===== config.mk =====
export PLATFORM = sky130hd
export DESIGN_NAME = carry_cycle_dma_sequencer
export DESIGN_NICKNAME = d
export VERILOG_FILES = /design/src/logic/carry_pkg.sv /design/src/logic/byte_stream_if.sv /design/src/logic/two_entry_buffer.sv /design/src/logic/carry_cycle_dma_sequencer.sv
export SDC_FILE = /design/constraint.sdc
export NUM_CORES = 1
export LEC_CHECK = 0
export BUFFER_PORTS_ARGS = -buffer_cell sky130_fd_sc_hd__buf_2
export CORE_AREA = 2 2 239 241
export CTS_CLUSTER_DIAMETER = 40
export CTS_CLUSTER_SIZE = 10
export DETAILED_ROUTE_END_ITERATION = 12
export DIE_AREA = 0 0 241 243
export HOLD_SLACK_MARGIN = 0.15
export PLACE_DENSITY = 0.48
export SLEW_MARGIN = 0
export SYNTH_ARGS = -nofsm -noshare
export SYNTH_HDL_FRONTEND = slang
export SYNTH_SLANG_ARGS = --single-unit

===== constraint.sdc =====
create_clock -name SYS_CLK -period 15.42 [get_ports SYS_CLK]
set_input_delay 1.542 -clock SYS_CLK [delete_from_list [all_inputs] [get_ports SYS_CLK]]
set_output_delay 1.542 -clock SYS_CLK [all_outputs]
set_load 0.01 [all_outputs]

===== src/logic/carry_pkg.sv =====
// Shared constants, encodings and states for the carry-cycle DMA sequencer
package carry_pkg;
  // ==========================================================
  // Field encodings
  localparam logic [1:0] COUNT_HOLD   = 2'h0;
  localparam logic [1:0] COUNT_UP     = 2'h1;
  localparam logic [1:0] COUNT_DOWN   = 2'h2;
  localparam logic [1:0] CHAIN_NONE   = 2'h0;
  localparam logic [1:0] CHAIN_ARRAY  = 2'h2;
  localparam logic [1:0] CHAIN_LINKED = 2'h3;
  localparam logic       WAY_TO_GPIB  = 1'h0;
  // ==========================================================
  // Chaining entry layout, big-endian bytes
  localparam logic [3:0] ADDR_LAST_BYTE   = 4'h3;
  localparam logic [3:0] COUNT_LAST_BYTE  = 4'h5;
  localparam logic [3:0] LINK_LAST_BYTE   = 4'h9;
  localparam logic [3:0] FETCH_FIRST      = 4'h0;
  localparam logic [15:0] CARRY_REMAIN    = 16'h0001;
  localparam logic [15:0] COUNT_ZERO      = 16'h0000;
  localparam logic [31:0] ADDR_ZERO       = 32'h0000_0000;
  localparam logic [7:0]  BYTE_ZERO       = 8'h00;
  // ==========================================================
  // Sequencer states
  typedef enum logic [2:0] {
    S_IDLE, S_FETCH, S_LOAD, S_CMD, S_WAIT, S_MEM, S_REL, S_HELD
  } seq_state_e;
endpackage : carry_pkg


===== src/logic/byte_stream_if.sv =====
// Valid/ready stream carrier between sequencer and its buffer
`timescale 1ns/1ns
interface byte_stream_if #(parameter int WIDTH = 9);
  logic [WIDTH-1:0] data;
  logic             valid;
  logic             ready;
  modport src (output data, output valid, input ready);
  modport snk (input data, input valid, output ready);
endinterface : byte_stream_if


===== src/logic/two_entry_buffer.sv =====
// Two-entry registered buffer; head slot drives the output directly
`timescale 1ns/1ns
module two_entry_buffer #(
  parameter int WIDTH = 9
) (
  input  wire logic   clk,
  input  wire logic   rst,
  byte_stream_if.snk  push_side,
  byte_stream_if.src  pop_side
);
  logic [WIDTH-1:0] head;
  logic [WIDTH-1:0] tail;
  logic             head_valid;
  logic             tail_valid;
  logic             push;
  logic             pop;

  // Full only when both slots hold a word, so ready is honest
  assign push_side.ready = !tail_valid;
  assign push            = push_side.valid && !tail_valid;
  assign pop             = head_valid && pop_side.ready;
  assign pop_side.data   = head;
  assign pop_side.valid  = head_valid;

  always_ff @(posedge clk or posedge rst) begin
    if (rst) begin
      head       <= '0;
      tail       <= '0;
      head_valid <= 1'b0;
      tail_valid <= 1'b0;
    end else begin
      case ({pop, push})
        2'b01: begin
          if (!head_valid) begin
            head       <= push_side.data;
            head_valid <= 1'b1;
          end else begin
            tail       <= push_side.data;
            tail_valid <= 1'b1;
          end
        end
        2'b10: begin
          head       <= tail;
          head_valid <= tail_valid;
          tail_valid <= 1'b0;
        end
        2'b11: begin
          head <= tail_valid ? tail : push_side.data;
          if (tail_valid) begin
            tail <= push_side.data;
          end
        end
        default: begin
        end
      endcase
    end
  end
endmodule : two_entry_buffer


===== src/logic/carry_cycle_dma_sequencer.sv =====
// Two-channel byte DMA sequencer with carry-cycle command insertion
`timescale 1ns/1ns
// Summary of operation
// - Channel 0 moves first n-1 bytes flyby
// - Channel 0 address counts up or down
// - Array uses entry count; linked follows links
// - Channel 1 sends command, then final byte
// - Line flags show controller irq, berr, sync
// - Remaining count 1; further requests blocked
// - Completion plus sync raises line transition
// - Config write clears sync; abort channel 1
module carry_cycle_dma_sequencer
  import carry_pkg::*;
#(
  parameter int AW = 32,
  parameter int CW = 16
) (
  input  wire logic          SYS_CLK,
  input  wire logic          RESET,
  input  wire logic          CFG_WRITE,
  input  wire logic          CARRY_CYCLE_ENABLE,
  input  wire logic          TRANSFER_WAY,
  input  wire logic          STATUS_CLEAR,
  input  wire logic          CH0_START,
  input  wire logic          CH0_ABORT,
  input  wire logic [1:0]    CH0_CHAIN_MODE,
  input  wire logic [1:0]    CH0_COUNT_MODE,
  input  wire logic [AW-1:0] CH0_MEM_ADDR,
  input  wire logic [CW-1:0] CH0_MEM_COUNT,
  input  wire logic [AW-1:0] CH0_BASE_ADDR,
  input  wire logic [CW-1:0] CH0_BASE_COUNT,
  input  wire logic          CH1_START,
  input  wire logic          CH1_ABORT,
  input  wire logic [1:0]    CH1_CHAIN_MODE,
  input  wire logic [AW-1:0] CH1_BASE_ADDR,
  input  wire logic [CW-1:0] CH1_BASE_COUNT,
  output      logic          MEM_REQ,
  output      logic          MEM_WRITE,
  output      logic [AW-1:0] MEM_ADDR,
  output      logic [7:0]    MEM_WDATA,
  input  wire logic          MEM_ACK,
  input  wire logic          MEM_BERR,
  input  wire logic [7:0]    MEM_RDATA,
  input  wire logic          CTL_DREQ,
  input  wire logic          CTL_INT,
  input  wire logic          GPIB_SYNC,
  input  wire logic [7:0]    IN_DATA,
  output      logic          CTL_DACK,
  output      logic [7:0]    OUT_DATA,
  output      logic          OUT_AUX,
  output      logic          OUT_VALID,
  input  wire logic          OUT_READY,
  output      logic          CH0_COMPLETE,
  output      logic          CH0_FAULT,
  output      logic          CH1_COMPLETE,
  output      logic          CH1_FAULT,
  output      logic [CW-1:0] CH1_REMAIN,
  output      logic          LINE_STATE,
  output      logic          LINE_TRANSITION
);
  // ==========================================================
  // Pin synchronisers
  logic [10:0] pin_meta;
  logic [10:0] pin_sync;
  logic        dreq;
  logic        ctl_int;
  logic        gpib_sync;
  logic [7:0]  in_byte;

  always_ff @(posedge SYS_CLK or posedge RESET) begin
    if (RESET) begin
      pin_meta <= '0;
      pin_sync <= '0;
    end else begin
      pin_meta <= {CTL_DREQ, CTL_INT, GPIB_SYNC, IN_DATA};
      pin_sync <= pin_meta;
    end
  end
  assign {dreq, ctl_int, gpib_sync, in_byte} = pin_sync;

  // ==========================================================
  // Output buffer toward the controller: {aux tag, byte}
  byte_stream_if #(.WIDTH(9)) fill_if ();
  byte_stream_if #(.WIDTH(9)) drain_if ();

  two_entry_buffer #(.WIDTH(9)) out_buffer (
    .clk       (SYS_CLK),
    .rst       (RESET),
    .push_side (fill_if),
    .pop_side  (drain_if)
  );
  assign drain_if.ready = OUT_READY;
  assign OUT_DATA       = drain_if.data[7:0];
  assign OUT_AUX        = drain_if.data[8];
  assign OUT_VALID      = drain_if.valid;

  // ==========================================================
  // Sequencer
  seq_state_e    state;
  logic          chan;
  logic          ch0_run;
  logic          ch1_run;
  logic          c1_entry;
  logic [1:0]    chain;
  logic [AW-1:0] mem_addr;
  logic [CW-1:0] count;
  logic [AW-1:0] base_addr;
  logic [CW-1:0] entries_left;
  logic [3:0]    fetch_idx;
  logic [AW-1:0] ent_addr;
  logic [CW-1:0] ent_count;
  logic [AW-1:0] ent_link;
  logic          push_valid;
  logic [8:0]    push_data;
  logic          berr_latch;
  logic          sync_det;
  logic          more_entries;
  logic          acked;
  logic          to_gpib;

  assign to_gpib      = (TRANSFER_WAY == WAY_TO_GPIB);
  assign acked        = MEM_REQ && MEM_ACK;
  assign more_entries = (chain == CHAIN_LINKED) ? (ent_link != ADDR_ZERO)
                      : ((chain == CHAIN_ARRAY) && (entries_left != COUNT_ZERO));
  assign fill_if.valid = push_valid;
  assign fill_if.data  = push_data;

  function automatic logic [AW-1:0] step_addr(input logic [AW-1:0] a, input logic [1:0] m);
    case (m)
      COUNT_UP:   step_addr = a + AW'(1);
      COUNT_DOWN: step_addr = a - AW'(1);
      default:    step_addr = a;
    endcase
  endfunction : step_addr

  always_ff @(posedge SYS_CLK or posedge RESET) begin
    if (RESET) begin
      state <= S_IDLE;    chan <= 1'b0;        c1_entry <= 1'b0;
      chain <= CHAIN_NONE; mem_addr <= '0;      count <= '0;
      base_addr <= '0;    entries_left <= '0;  fetch_idx <= FETCH_FIRST;
      ent_addr <= '0;     ent_count <= '0;     ent_link <= '0;
      MEM_REQ <= 1'b0;    MEM_WRITE <= 1'b0;   MEM_ADDR <= '0;
      MEM_WDATA <= BYTE_ZERO; CTL_DACK <= 1'b0; push_valid <= 1'b0;
      push_data <= '0;    CH1_REMAIN <= '0;
    end else begin
      CTL_DACK   <= 1'b0;
      push_valid <= 1'b0;
      if (acked && MEM_BERR) begin
        MEM_REQ <= 1'b0;
        state   <= S_IDLE;
      end else if ((chan == 1'b0 && CH0_ABORT) || (chan == 1'b1 && CH1_ABORT)) begin
        MEM_REQ <= 1'b0;
        state   <= S_IDLE;
      end else begin
        case (state)
          S_IDLE: begin
            if (ch0_run && !CH0_COMPLETE) begin
              chan <= 1'b0;
              chain <= CH0_CHAIN_MODE;
              if (CH0_CHAIN_MODE == CHAIN_NONE) begin
                mem_addr <= CH0_MEM_ADDR;
                count <= CH0_MEM_COUNT;
                state <= S_WAIT;
              end else begin
                base_addr <= CH0_BASE_ADDR;
                entries_left <= CH0_BASE_COUNT;
                fetch_idx <= FETCH_FIRST;
                state <= S_FETCH;
              end
            end else if (ch1_run && CH0_COMPLETE && CARRY_CYCLE_ENABLE) begin
              chan <= 1'b1;
              c1_entry <= 1'b0;
              chain <= CH1_CHAIN_MODE;
              base_addr <= CH1_BASE_ADDR;
              entries_left <= CH1_BASE_COUNT;
              fetch_idx <= FETCH_FIRST;
              state <= S_FETCH;
            end
          end
          S_FETCH: begin
            MEM_REQ <= 1'b1;
            MEM_WRITE <= 1'b0;
            MEM_ADDR <= base_addr;
            if (acked) begin
              MEM_REQ <= 1'b0;
              base_addr <= base_addr + AW'(1);
              fetch_idx <= fetch_idx + 4'h1;
              if (fetch_idx <= ADDR_LAST_BYTE) ent_addr <= {ent_addr[AW-9:0], MEM_RDATA};
              else if (fetch_idx <= COUNT_LAST_BYTE) ent_count <= {ent_count[CW-9:0], MEM_RDATA};
              else ent_link <= {ent_link[AW-9:0], MEM_RDATA};
              if (fetch_idx == ((chain == CHAIN_LINKED) ? LINK_LAST_BYTE : COUNT_LAST_BYTE))
                state <= S_LOAD;
            end
          end
          S_LOAD: begin
            mem_addr <= ent_addr;
            count <= ent_count;
            fetch_idx <= FETCH_FIRST;
            if (chain == CHAIN_LINKED) base_addr <= ent_link;
            else entries_left <= entries_left - CW'(1);
            if (chan) CH1_REMAIN <= ent_count;
            state <= (chan && !c1_entry) ? S_CMD : S_WAIT;
          end
          S_CMD: begin
            MEM_REQ <= fill_if.ready;
            MEM_WRITE <= 1'b0;
            MEM_ADDR <= mem_addr;
            if (acked) begin
              MEM_REQ <= 1'b0;
              push_valid <= 1'b1;
              push_data <= {1'b1, MEM_RDATA};
              c1_entry <= 1'b1;
              state <= S_FETCH;
            end
          end
          S_WAIT: begin
            if (dreq) state <= S_MEM;
          end
          S_MEM: begin
            MEM_REQ <= !to_gpib || fill_if.ready;
            MEM_WRITE <= !to_gpib;
            MEM_ADDR <= mem_addr;
            MEM_WDATA <= in_byte;
            if (acked) begin
              MEM_REQ <= 1'b0;
              CTL_DACK <= 1'b1;
              push_valid <= to_gpib;
              push_data <= {1'b0, MEM_RDATA};
              count <= count - CW'(1);
              if (chan) CH1_REMAIN <= count - CW'(1);
              else mem_addr <= step_addr(mem_addr, CH0_COUNT_MODE);
              state <= S_REL;
            end
          end
          S_REL: begin
            // The synchronised request lags the acknowledge, so wait for it to drop
            if (!dreq) begin
              if (chan && !more_entries && count == CARRY_REMAIN) state <= S_HELD;
              else if (count != COUNT_ZERO) state <= S_WAIT;
              else if (more_entries) state <= S_FETCH;
              else state <= S_IDLE;
            end
          end
          S_HELD: begin
            // Requests from the controller never reach the channel here
            state <= S_HELD;
          end
          default: state <= S_IDLE;
        endcase
      end
    end
  end

  // ==========================================================
  // Channel status
  logic ch_done_evt;
  logic bus_fault;
  assign ch_done_evt = (state == S_REL) && !dreq && (count == COUNT_ZERO) && !more_entries;
  // A bus error stops the channel for good; it must not go back and retry the byte
  assign bus_fault   = acked && MEM_BERR;

  always_ff @(posedge SYS_CLK or posedge RESET) begin
    if (RESET) begin
      ch0_run <= 1'b0; ch1_run <= 1'b0;
      CH0_COMPLETE <= 1'b0; CH0_FAULT <= 1'b0;
      CH1_COMPLETE <= 1'b0; CH1_FAULT <= 1'b0;
    end else begin
      if (CH0_START) ch0_run <= 1'b1;
      else if (CH0_ABORT || (ch_done_evt && !chan) || (bus_fault && !chan)) ch0_run <= 1'b0;
      if (CH1_START) ch1_run <= 1'b1;
      else if (CH1_ABORT || (ch_done_evt && chan) || (bus_fault && chan)) ch1_run <= 1'b0;
      CH0_COMPLETE <= (ch_done_evt && !chan) || (CH0_COMPLETE && !STATUS_CLEAR && !CH0_START);
      CH1_COMPLETE <= (ch_done_evt && chan) || (CH1_COMPLETE && !STATUS_CLEAR);
      CH0_FAULT <= (acked && MEM_BERR && !chan) || (CH0_FAULT && !STATUS_CLEAR);
      CH1_FAULT <= (acked && MEM_BERR && chan) || (CH1_FAULT && !STATUS_CLEAR);
    end
  end

  // ==========================================================
  // Line to channel 1: controller irq, bus error, handshake sync
  logic xfer_done;
  logic line_src;
  assign xfer_done = CARRY_CYCLE_ENABLE ? (state == S_HELD) : CH0_COMPLETE;
  assign line_src  = ctl_int || berr_latch || sync_det;

  always_ff @(posedge SYS_CLK or posedge RESET) begin
    if (RESET) begin
      berr_latch <= 1'b0; sync_det <= 1'b0;
      LINE_STATE <= 1'b0; LINE_TRANSITION <= 1'b0;
    end else begin
      // An event in the clearing cycle survives the clear
      berr_latch <= (acked && MEM_BERR) || (berr_latch && !CFG_WRITE);
      sync_det <= (xfer_done && gpib_sync) || (sync_det && !CFG_WRITE);
      LINE_STATE <= line_src;
      LINE_TRANSITION <= (line_src && !LINE_STATE) || (LINE_TRANSITION && !STATUS_CLEAR);
    end
  end

  // ==========================================================
  // Checks
  held_count_a: assert property (@(posedge SYS_CLK) disable iff (RESET)
    (state == S_HELD) |-> (CH1_REMAIN == CARRY_REMAIN))
    else $error("held channel 1 count is not one");
  held_block_a: assert property (@(posedge SYS_CLK) disable iff (RESET)
    (state == S_HELD) ##1 (state == S_HELD) |-> !CTL_DACK && !MEM_REQ)
    else $error("request served while channel 1 held");
  sync_clear_a: assert property (@(posedge SYS_CLK) disable iff (RESET)
    CFG_WRITE && !(xfer_done && gpib_sync) |=> !sync_det)
    else $error("config write did not clear sync detector");
  line_edge_a: assert property (@(posedge SYS_CLK) disable iff (RESET)
    line_src && !LINE_STATE |=> LINE_STATE && LINE_TRANSITION)
    else $error("line transition flag not set");
  berr_line_a: assert property (@(posedge SYS_CLK) disable iff (RESET)
    acked && MEM_BERR && !CFG_WRITE |-> ##2 LINE_STATE)
    else $error("bus error not shown on line");
  addr_up_a: assert property (@(posedge SYS_CLK) disable iff (RESET)
    state == S_MEM && acked && !MEM_BERR && !CH0_ABORT && !chan && CH0_COUNT_MODE == COUNT_UP
    |=> mem_addr == $past(mem_addr) + AW'(1))
    else $error("channel 0 address did not count up");
  addr_down_a: assert property (@(posedge SYS_CLK) disable iff (RESET)
    state == S_MEM && acked && !MEM_BERR && !CH0_ABORT && !chan && CH0_COUNT_MODE == COUNT_DOWN
    |=> mem_addr == $past(mem_addr) - AW'(1))
    else $error("channel 0 address did not count down");
  aux_order_a: assert property (@(posedge SYS_CLK) disable iff (RESET)
    push_valid && push_data[8] |-> chan && c1_entry && state == S_FETCH)
    else $error("command byte outside channel 1 first entry");
  array_count_a: assert property (@(posedge SYS_CLK) disable iff (RESET)
    state == S_LOAD && chain == CHAIN_ARRAY && !CH0_ABORT && !CH1_ABORT
    |=> entries_left == $past(entries_left) - CW'(1))
    else $error("array entry count not consumed");
endmodule : carry_cycle_dma_sequencer


==> results of run 1 <==
metrics by stage:
step / setup WS (ns) / total power (uW) / hold slack (ns)
2_1_floorplan: 5.362 / 1974 / 0.3312
6_report: 11.02 / 3780 / 0.3428
4_1_cts: 11.11 / 3818 / 0.3471
5_1_grt: 10.74 / 4014 / 0.3505
3_3_place_gp: 10.52 / 2375 / 0.3340
3_5_place_dp: 10.44 / 2398 / 0.3355
cell usage after synthesis, types with 18 or more instances:
master,n,area [sq um]
inv_1,54,202.7
nand2_1,248,930.9
a221oi_1,50,437.9
mux2i_1,35,350.3
buf_2,30,150.1
a22oi_1,18,135.1
xnor2_1,34,297.8
a21oi_1,137,685.7
and3_1,23,143.9
o21ai_0,225,1126
nand3_1,30,150.1
o22ai_1,31,193.9
mux2_2,107,1205
dfrtp_1,308,7707
clkbuf_1,93,349.1
nor3_1,60,300.3
nor2_1,159,596.8
cell usage in the layout (no fill, tap or decap), types with 12 or more instances in the layout:
master	count
clkbuf_16	61
o22ai_1	31
nor3_1	59
and3_1	23
nand2_1	247
a31oi_1	12
nor4_1	17
nor2b_1	16
mux2i_1	35
nor2_1	157
a22oi_1	18
ha_1	15
dfrtp_1	308
nand3_1	29
buf_4	21
nand4_1	13
inv_1	53
xnor2_1	34
a21oi_1	136
buf_2	256
o21ai_0	225
mux2_2	107
a221oi_1	50
nand2b_1	15
how the worst max path moves through the flow:
| stage | depth (start not counted) | start | to | slack (ns) |
|---|---|---|---|---|
| 4_1_cts | 14 | CH0_COUNT_MODE[0] | mem_addr[28]$_DFFE_PP0P_ | 11.11 |
| 3_3_place_gp | 13 | CH0_COUNT_MODE[0] | mem_addr[26]$_DFFE_PP0P_ | 10.52 |
| 2_1_floorplan | 1 | RESET | CH0_COMPLETE$_DFF_PP0_ | 5.36 |
| 3_5_place_dp | 13 | CH0_COUNT_MODE[0] | mem_addr[26]$_DFFE_PP0P_ | 10.44 |
| 6_report | 13 | CH0_COUNT_MODE[0] | mem_addr[26]$_DFFE_PP0P_ | 11.02 |
| 5_1_grt | 13 | CH0_COUNT_MODE[0] | mem_addr[26]$_DFFE_PP0P_ | 10.74 |
flip-flops by register name, summed over array words and instances (netlist names), 4 cells and up:
name / count
MEM_ADDR: 32
base_addr: 32
ent_addr: 32
ent_link: 32
mem_addr: 32
CH1_REMAIN: 16
count: 16
ent_count: 16
entries_left: 16
pin_meta: 11
pin_sync: 11
fill_if.data: 9
out_buffer.pop_side.data: 9
out_buffer.tail: 9
MEM_WDATA: 8
fetch_idx: 4
routing by layer:
layer  vias to the layer above  wire length [um]
met4                         4              1856
met5                         -                26
li1                       7439                 -
met2                       534             28080
met1                      7751             26880
met3                       111              3747
cell type report:
| class | instances | share of cell area |
|---|---|---|
| clock inverters | 45 | 0.02732 |
| clock buffers | 69 | 0.07529 |
| repair buffers | 277 | 0.06743 |
| multi-input cells | 1432 | 0.4137 |
| well taps | 756 | 0.04433 |
| diodes | 6 | 0.0007036 |
| flip-flops and latches | 308 | 0.3612 |
| inverters | 55 | 0.01003 |
power by group through the flow:
stage | clock, uW | combinational (uW) | sequential [uW]
3_5_place_dp | 0 | 1060 | 1340
5_1_grt | 1460 | 1180 | 1370
2_1_floorplan | 0 | 802 | 1170
4_1_cts | 1420 | 1060 | 1330
3_3_place_gp | 0 | 1040 | 1340
6_report | 1390 | 1050 | 1330
cell families (layout without fill, tap and decap cells):
kind of cell	after synthesis	after routing	share of synthesized area
multiplexers	142	142	0.09008
other	0	6	0
buffers and inverters	197	446	0.04609
adder cells (fa/ha/maj)	16	16	0.01159
XOR/XNOR	39	39	0.01978
AND/OR/NAND/NOR	642	642	0.1729
flip-flops	308	308	0.4464
AO/OA/AOI/OAI	593	593	0.2131
==> impl_metrics.tcl, run 1 <==
set metrics [dict create \
    cts_resized 0 \
    synthCells 1937 \
    antenna_found_initial 8 \
    synth_seq_cells 308 \
    crit_slowest_cell "buf_4" \
    grt_max_degree 121 \
    power_frac_comb 0.279 \
    synth_area_sq_mm 0.01727 \
    syn_to_final_growth_pct 23.59 \
    layout.nets 2333 \
    netSwitchingPower_uw 1478 \
    cts_tree "yes" \
    p_leak_uw 0.009790 \
    grt_first_pass_wirelength_mm 92.00 \
    io_pins 257 \
    final_core_util 0.3814 \
    crit_chain "buf_2, inv_1, ha_2, buf_4, inv_2, or3_1, o21ai_1, nand2_1, a31oi_2, o211ai_1, a2111oi_2, o31ai_1, o2111ai_1" \
    start_util 0.3086 \
    h-tree-depth 2 \
    die_w_um 241 \
    grt_usage 0.2030 \
    fillers 5719 \
    synth-edff-count 0 \
    cts_setup_buffers 0 \
    swShare 0.3909 \
    crit_family "buffers and inverters" \
    finClkSkew_ns 0.02293 \
    worst_slew_pin_slew_ns 1.149 \
    clock_latency_ns 0.64 \
    internal-power_uw 2302 \
    cp-end-kind "register" \
    gp_congestion 0.8602 \
    use_met3 0.03833 \
    crit_path_max_incr_delay_ns 0.64 \
    holdBufCountCts 0 \
    drv_cap 0 \
    hold_class "register to register" \
    post-place-cells 2828 \
    worst-r2r-setup-slack_ns 11.88 \
    grtUsageMet1 0.2766 \
    ctsRootBufferMaster "clkbuf_16" \
    slew_violations 0 \
    num_rows 87 \
    vias 15840 \
    dp_hpwl_mm 42.30 \
    syn_area_per_cell_sq_um 8.913 \
    drt_wl_total_mm 60.59 \
    drtPass1Iterations 7 \
    clockBufferDepth 3 \
    cts.sinks 308 \
    cts.clk_slew.worst_paths_ns 0.05 \
    die-area_sq_mm 0.05856 \
    portBuffers 256 \
    ys_seq_area_frac 0.4464 \
    postRouteAntennaNets 0 \
    synth_ff_type "dfrtp_1" \
    fin_area_sq_mm 0.02134 \
    grt.busiest_layer "met2" \
    placed_area_sq_mm 0.01913 \
    crit_type "input port to register" \
    cp.required_ns 15.97 \
    crit_fanout 75 \
    hold_depth 0 \
    seq_power_share 0.353 \
    grt_setup_unrepaired "false" \
    final-seq-area_sq_mm 0.007707 \
    tns_ns 0 \
    synth.net_count 2135 \
    drive_gt1_frac 0.2438 \
    synthDistinctLibCells 81 \
    status "finished clean" \
    hold_violations 0 \
    r2r-start "state[0]$_DFFE_PP0P_" \
    multi_input_area_sq_mm 0.008827 \
    cp-start-kind "input port" \
    relSlewSlack 0.2310 \
    wl_per_cell_um 20.55 \
    cp.arrival_ns 4.95 \
    clockPowerShare 0.369 \
    drt_iter0_markers 1266 \
    grtUsageMet2 0.3214 \
    core-area_sq_mm 0.05595 \
    worstHoldStart "pin_meta[2]$_DFF_PP0_" \
    reg2reg_depth 5 \
    power.density_mw_per_mm2 177.2 \
    grt_pass1_vias 15350 \
    rr_endpoint "ent_count[7]$_DFFE_PP0P_" \
    grt-ovfl-total 0 \
    die_y_um 243 \
    avgViaCountPerCell 5.373 \
    ir_worst_vdd_uv 103.8 \
    async_flop_share 1.000 \
    clock.fmax_mhz 227.3 \
    yosys_warnings 0 \
    fin_crit_ns 4.400 \
    period_share 0.2854 \
    setup_violations 0 \
    numCtsBuffers 61 \
    drcViolationCount 0 \
    cp_num_buf_inv 4 \
    hold_end "pin_sync[2]$_DFF_PP0_" \
    layout.cells.non_filler 2948 \
]
Power figures use the tool's default switching activity.
==> run 2, diff against run 1 <==
clock period = 4.2 ns   (was 15.42 ns; I/O delays follow)
==> run 2 against run 1 <==
Count of clock-buffer cells in the layout decreased by 3. Global-route usage increased by 0.49 points. First-iteration DRC count decreased by 8.5%. Core utilization is 0.88 points higher.
==> impl_metrics.tcl, run 2 (same netlist as run 1, synthesis figures left out) <==
set metrics [dict create \
    swShare 0.4006 \
    die-area_sq_mm 0.05856 \
    finClkSkew_ns 0.02799 \
    period_share 0.8005 \
    vias 16030 \
    power_frac_comb 0.294 \
    hold_end "mem_addr[14]$_DFFE_PP0P_" \
    fin_hold_ws_ns 0.1796 \
    ir_worst_vdd_uv 311.2 \
    start_util 0.3086 \
    numCtsBuffers 60 \
    antenna_found_initial 5 \
    ctsRootBufferMaster "clkbuf_16" \
    post-place-cells 2841 \
    grt_setup_unrepaired "false" \
    status "finished clean" \
    cts_tree "yes" \
    io_pins 257 \
    drt_iter0_markers 1159 \
    crit_type "register to register" \
    grt_first_pass_wirelength_mm 94.22 \
    netSwitchingPower_uw 5448 \
    die_w_um 241 \
    hold_violations 0 \
    core-area_sq_mm 0.05595 \
    avgViaCountPerCell 5.330 \
    syn_to_final_growth_pct 26.43 \
    rr_endpoint "ch1_run$_DFFE_PP0P_" \
    cp.arrival_ns 3.85 \
    drive_gt1_frac 0.2419 \
    hold_depth 3 \
    final_common_cell "dfrtp_1" \
    clockPowerShare 0.347 \
    clock.fmax_mhz 297.4 \
    h-tree-depth 2 \
    final_core_util 0.3901 \
    grt-ovfl-total 0 \
    internal-power_uw 8151 \
    layout.nets 2398 \
    power.density_mw_per_mm2 623.0 \
    cp-start-kind "register" \
    crit_fanout 6 \
    grt_pass1_vias 15600 \
    clock_latency_ns 0.63 \
    grt_max_degree 117 \
    p_leak_uw 0.01000 \
    placed_area_sq_mm 0.01927 \
    drcViolationCount 0 \
    drt_wl_total_mm 61.32 \
    num_rows 87 \
    drtPass1Iterations 5 \
    cp.required_ns 4.69 \
    cts.clk_slew.worst_paths_ns 0.05 \
    die_y_um 243 \
    drv_cap 0 \
    fin_crit_ns 3.362 \
    worst_slew_pin_slew_ns 1.095 \
    slew_violations 0 \
    postRouteAntennaNets 0 \
    fin_area_sq_mm 0.02183 \
    fillers 5698 \
    grt_usage 0.2079 \
    cts_setup_buffers 0 \
    setup_violations 0 \
    reg2reg_depth 8 \
    dp_hpwl_mm 43.99 \
    final_cell_mix "308 x dfrtp_1, 256 x buf_2, 247 x nand2_1" \
    wl_per_cell_um 20.39 \
    cts.sinks 308 \
    clockBufferDepth 3 \
    seq_power_share 0.359 \
    relSlewSlack 0.2677 \
    layout.cells.non_filler 3008 \
    worstHoldStart "CH0_MEM_ADDR[14]" \
    portBuffers 256 \
    hold_class "input port to register" \
    gp_congestion 0.8712 \
    r2r-start "count[10]$_DFFE_PP0P_" \
    cp-end-kind "register" \
    worst-r2r-setup-slack_ns 0.84 \
]
## run 2: layout make-up
class	instances	area, sq um	area share
antenna	3	7.507	0.0003439
clock buffer	66	1564	0.07165
timing repair buffer	343	2117	0.09699
sequential	308	7707	0.3531
clock inverter	45	455.4	0.02086
multi-input combinational	1432	8821	0.4041
inverter	55	210.2	0.009630
tap	756	945.9	0.04333
## run 2: per-layer routing
metal  GRT usage  wire length, um
met4     0.07371             1838
met1      0.2845            27500
met5           0               38
met3     0.03469             3307
met2      0.3301            28640
## run 2: power by group through the flow
stage                     clock network [uW]  logic [uW]  registers, uW
after global routing                    4980        4510           5000
after CTS                               4830        4030           4870
final                                   4720        4000           4880
after global placement                     0        3920           4900
after floorplan                            0        2950           4300
after detailed placement                   0        3970           4910
## run 2: critical path, stage by stage, from the launching register on
cell	delay (ns)
dfrtp_1	0.44
or4_1	0.61
nor4_2	0.60
nand3_1	0.18
or4_4	0.47
nand2_1	0.11
nand2_1	0.07
a31o_1	0.21
dlygate4sd3_1	0.55
## run 2: worst max-delay path by stage
stage | start | to | slack (ns) | cells past startpoint
final | count[10]$_DFFE_PP0P_ | ch1_run$_DFFE_PP0P_ | 0.84 | 8
after global placement | CH0_COUNT_MODE[0] | mem_addr[31]$_DFFE_PP0P_ | 0.99 | 13
after global routing | count[10]$_DFFE_PP0P_ | ch1_run$_DFFE_PP0P_ | 0.71 | 8
after CTS | count[10]$_DFFE_PP0P_ | ch1_run$_DFFE_PP0P_ | 0.79 | 8
after floorplan | RESET | CH0_COMPLETE$_DFF_PP0_ | -0.32 | 1
after detailed placement | CH0_COUNT_MODE[0] | mem_addr[26]$_DFFE_PP0P_ | 0.97 | 13
## run 2: per-stage QoR
step	setup WS, ns	total power (uW)	setup TNS [ns]
after floorplan	-0.3190	7247	-98.24
after detailed placement	0.9653	8889	0
after CTS	0.7857	13740	0
after global placement	0.9912	8817	0
final	0.8377	13600	0
after global routing	0.7095	14490	0
## run 2: what timing repair did
| item | CTS | global route |
|---|---|---|
| gates resized for setup | 0 | 0 |
| endpoints found under the hold margin | 325 | 0 |
| hold buffers | 53 | 0 |
==> run 3, diff against run 2 <==
clock period = 3.3 ns   (was 4.2 ns; I/O delays follow)
==> run 3 against run 2 <==
Flip-flop and latch count did not move. Final cell count rose by 2.7%. Highest routed layer unchanged. Maximum frequency rose by 4.1%. Sequential share of layout area fell by 1.5 points. Critical path type unchanged. Critical endpoint unchanged.
==> impl_metrics.tcl, run 3 (same netlist as run 1, synthesis figures left out) <==
set metrics [dict create \
    status "finished clean" \
    cp.arrival_ns 3.68 \
    clockBufferDepth 3 \
    grt_pass1_vias 16180 \
    drtPass1Iterations 9 \
    highest_layer "met5" \
    ctsRootBufferMaster "clkbuf_16" \
    ir_worst_vdd_uv 443.7 \
    num_rows 87 \
    cts.clk_slew.worst_paths_ns 0.05 \
    crit_slowest_cell "or4_4" \
    drt_wl_total_mm 62.67 \
    r2r-start "ent_link[27]$_DFFE_PP0P_" \
    hold_depth 4 \
    fin_crit_ns 3.229 \
    core-area_sq_mm 0.05595 \
    cp_num_buf_inv 1 \
    gp_congestion 0.8588 \
    die_w_um 241 \
    clock_latency_ns 0.60 \
    power.total_uw 18460 \
    reg2reg_depth 9 \
    crit_chain "nor4_1, nand4_1, o31ai_2, a31oi_1, or4_4, nand2_1, nand2_1, a31o_1, dlygate4sd3_1" \
    wl_met2_mm 29.10 \
    grt_usage 0.2121 \
    rr_endpoint "ch1_run$_DFFE_PP0P_" \
    vias 16420 \
    crit_family "simple AND/OR/NAND/NOR gates" \
    syn_to_final_growth_pct 32.06 \
    start_util 0.3086 \
    tns_ns 0 \
    setup_violations 0 \
    antenna_found_initial 6 \
    dp_hpwl_mm 44.55 \
    wl_met3_mm 3.566 \
    die_y_um 243 \
    grt_setup_unrepaired "false" \
    drcViolationCount 0 \
    p_leak_uw 0.01049 \
    final_cell_mix "308 x dfrtp_1, 256 x buf_2, 247 x nand2_1" \
    drv_cap 0 \
    fin_area_sq_mm 0.02280 \
    final_common_cell "dfrtp_1" \
    avgViaCountPerCell 5.314 \
    die-area_sq_mm 0.05856 \
    portBuffers 256 \
    cp-end-kind "register" \
    drt_iter0_markers 1165 \
    worst_slew_pin_slew_ns 0.9946 \
    hold_violations 0 \
    placed_area_sq_mm 0.01952 \
    crit_path_max_incr_delay_ns 0.55 \
    wl_per_cell_um 20.28 \
    worst-r2r-setup-slack_ns 0.07 \
    worstHoldStart "CH0_BASE_COUNT[6]" \
    clock.fmax_mhz 309.7 \
    h-tree-depth 3 \
    slew_violations 0 \
    io_pins 257 \
    cts.sinks 308 \
    grt-ovfl-total 0 \
    postRouteAntennaNets 0 \
    crit_type "register to register" \
    finClkSkew_ns 0.02948 \
    hold_end "entries_left[6]$_DFFE_PP0P_" \
    grt_max_degree 104 \
    drive_gt1_frac 0.2520 \
    cp-start-kind "register" \
    numCtsBuffers 68 \
    grt_first_pass_wirelength_mm 95.90 \
    layout.nets 2479 \
    cp_common_cell "nand2_1" \
    cts_tree "yes" \
    hold_class "input port to register" \
    final_core_util 0.4075 \
    wl_met1_mm 27.67 \
    relSlewSlack 0.3345 \
    period_share 0.9785 \
    power.density_mw_per_mm2 809.7 \
    cp.required_ns 3.75 \
    crit_fanout 4 \
]
-- run 3: changes by cell type in the layout (fill, tap and decap cells not counted), sizes merged --
cell         delta
buf            +34
bufinv          +4
clkbuf         +19
clkinv          -9
clkinvlp        +3
diode           -2
dlygate4sd3    +39
inv             -6
-- run 3: how the worst max path moves through the flow --
stage,from,endpoint,slack (ns),cells after the start
after global placement,CH0_COUNT_MODE[0],mem_addr[26]$_DFFE_PP0P_,0.21,13
final,ent_link[27]$_DFFE_PP0P_,ch1_run$_DFFE_PP0P_,0.07,9
after CTS,ent_link[6]$_DFFE_PP0P_,ch1_run$_DFFE_PP0P_,0.03,9
after floorplan,RESET,CH0_COMPLETE$_DFF_PP0_,-1.13,1
after detailed placement,CH0_COUNT_MODE[0],mem_addr[26]$_DFFE_PP0P_,0.16,13
after global routing,ent_link[27]$_DFFE_PP0P_,ch1_run$_DFFE_PP0P_,0.0001,9
-- run 3: layout make-up --
class | count | area (sq um)
flip-flops and latches | 308 | 7707
clock inverters | 37 | 434.2
multi-input cells | 1432 | 8850
fillers | 5591 | 33150
diodes | 1 | 2.502
well taps | 756 | 945.9
clock buffers | 85 | 1888
inverters | 55 | 210.2
repair buffers | 416 | 2763
-- run 3: tightest hold or removal path, stage by stage --
cell and delay [ns]:
buf_2 0.09, nand2_1 0.05, a32oi_1 0.09, o22a_1 0.17
-- run 3: where the power goes --
group	total (uW)	leakage [uW]	internal, uW	switching, uW
logic	5390	0.00534	2140	3250
registers	6160	0.00403	4700	1470
clock network	6910	0.00112	4600	2300
-- run 3: layer usage --
layer,up-vias,GRT usage
li1,7716,-
met1,8069,0.2815
met2,512,0.3354
met3,118,0.04413
met4,6,0.08642
met5,-,0
-- run 3: timing repair --
item / 4_1_cts / 5_1_grt
hold buffers: 92 / 0
gates resized for setup: 0 / 3
endpoints found under the setup margin: 0 / 1
buffers inserted: 0 / 2
hold endpoints to repair: 410 / 0
-- run 3: per-stage QoR --
step	setup WS [ns]	hold WS, ns	std cells
floorplan	-1.129	0.3312	1937
global placement	0.2128	0.2917	2873
detailed placement	0.1629	0.2912	2873
CTS	0.02933	0.1535	3087
global route	0.0001146	0.1771	3090
finish	0.07088	0.1845	3090
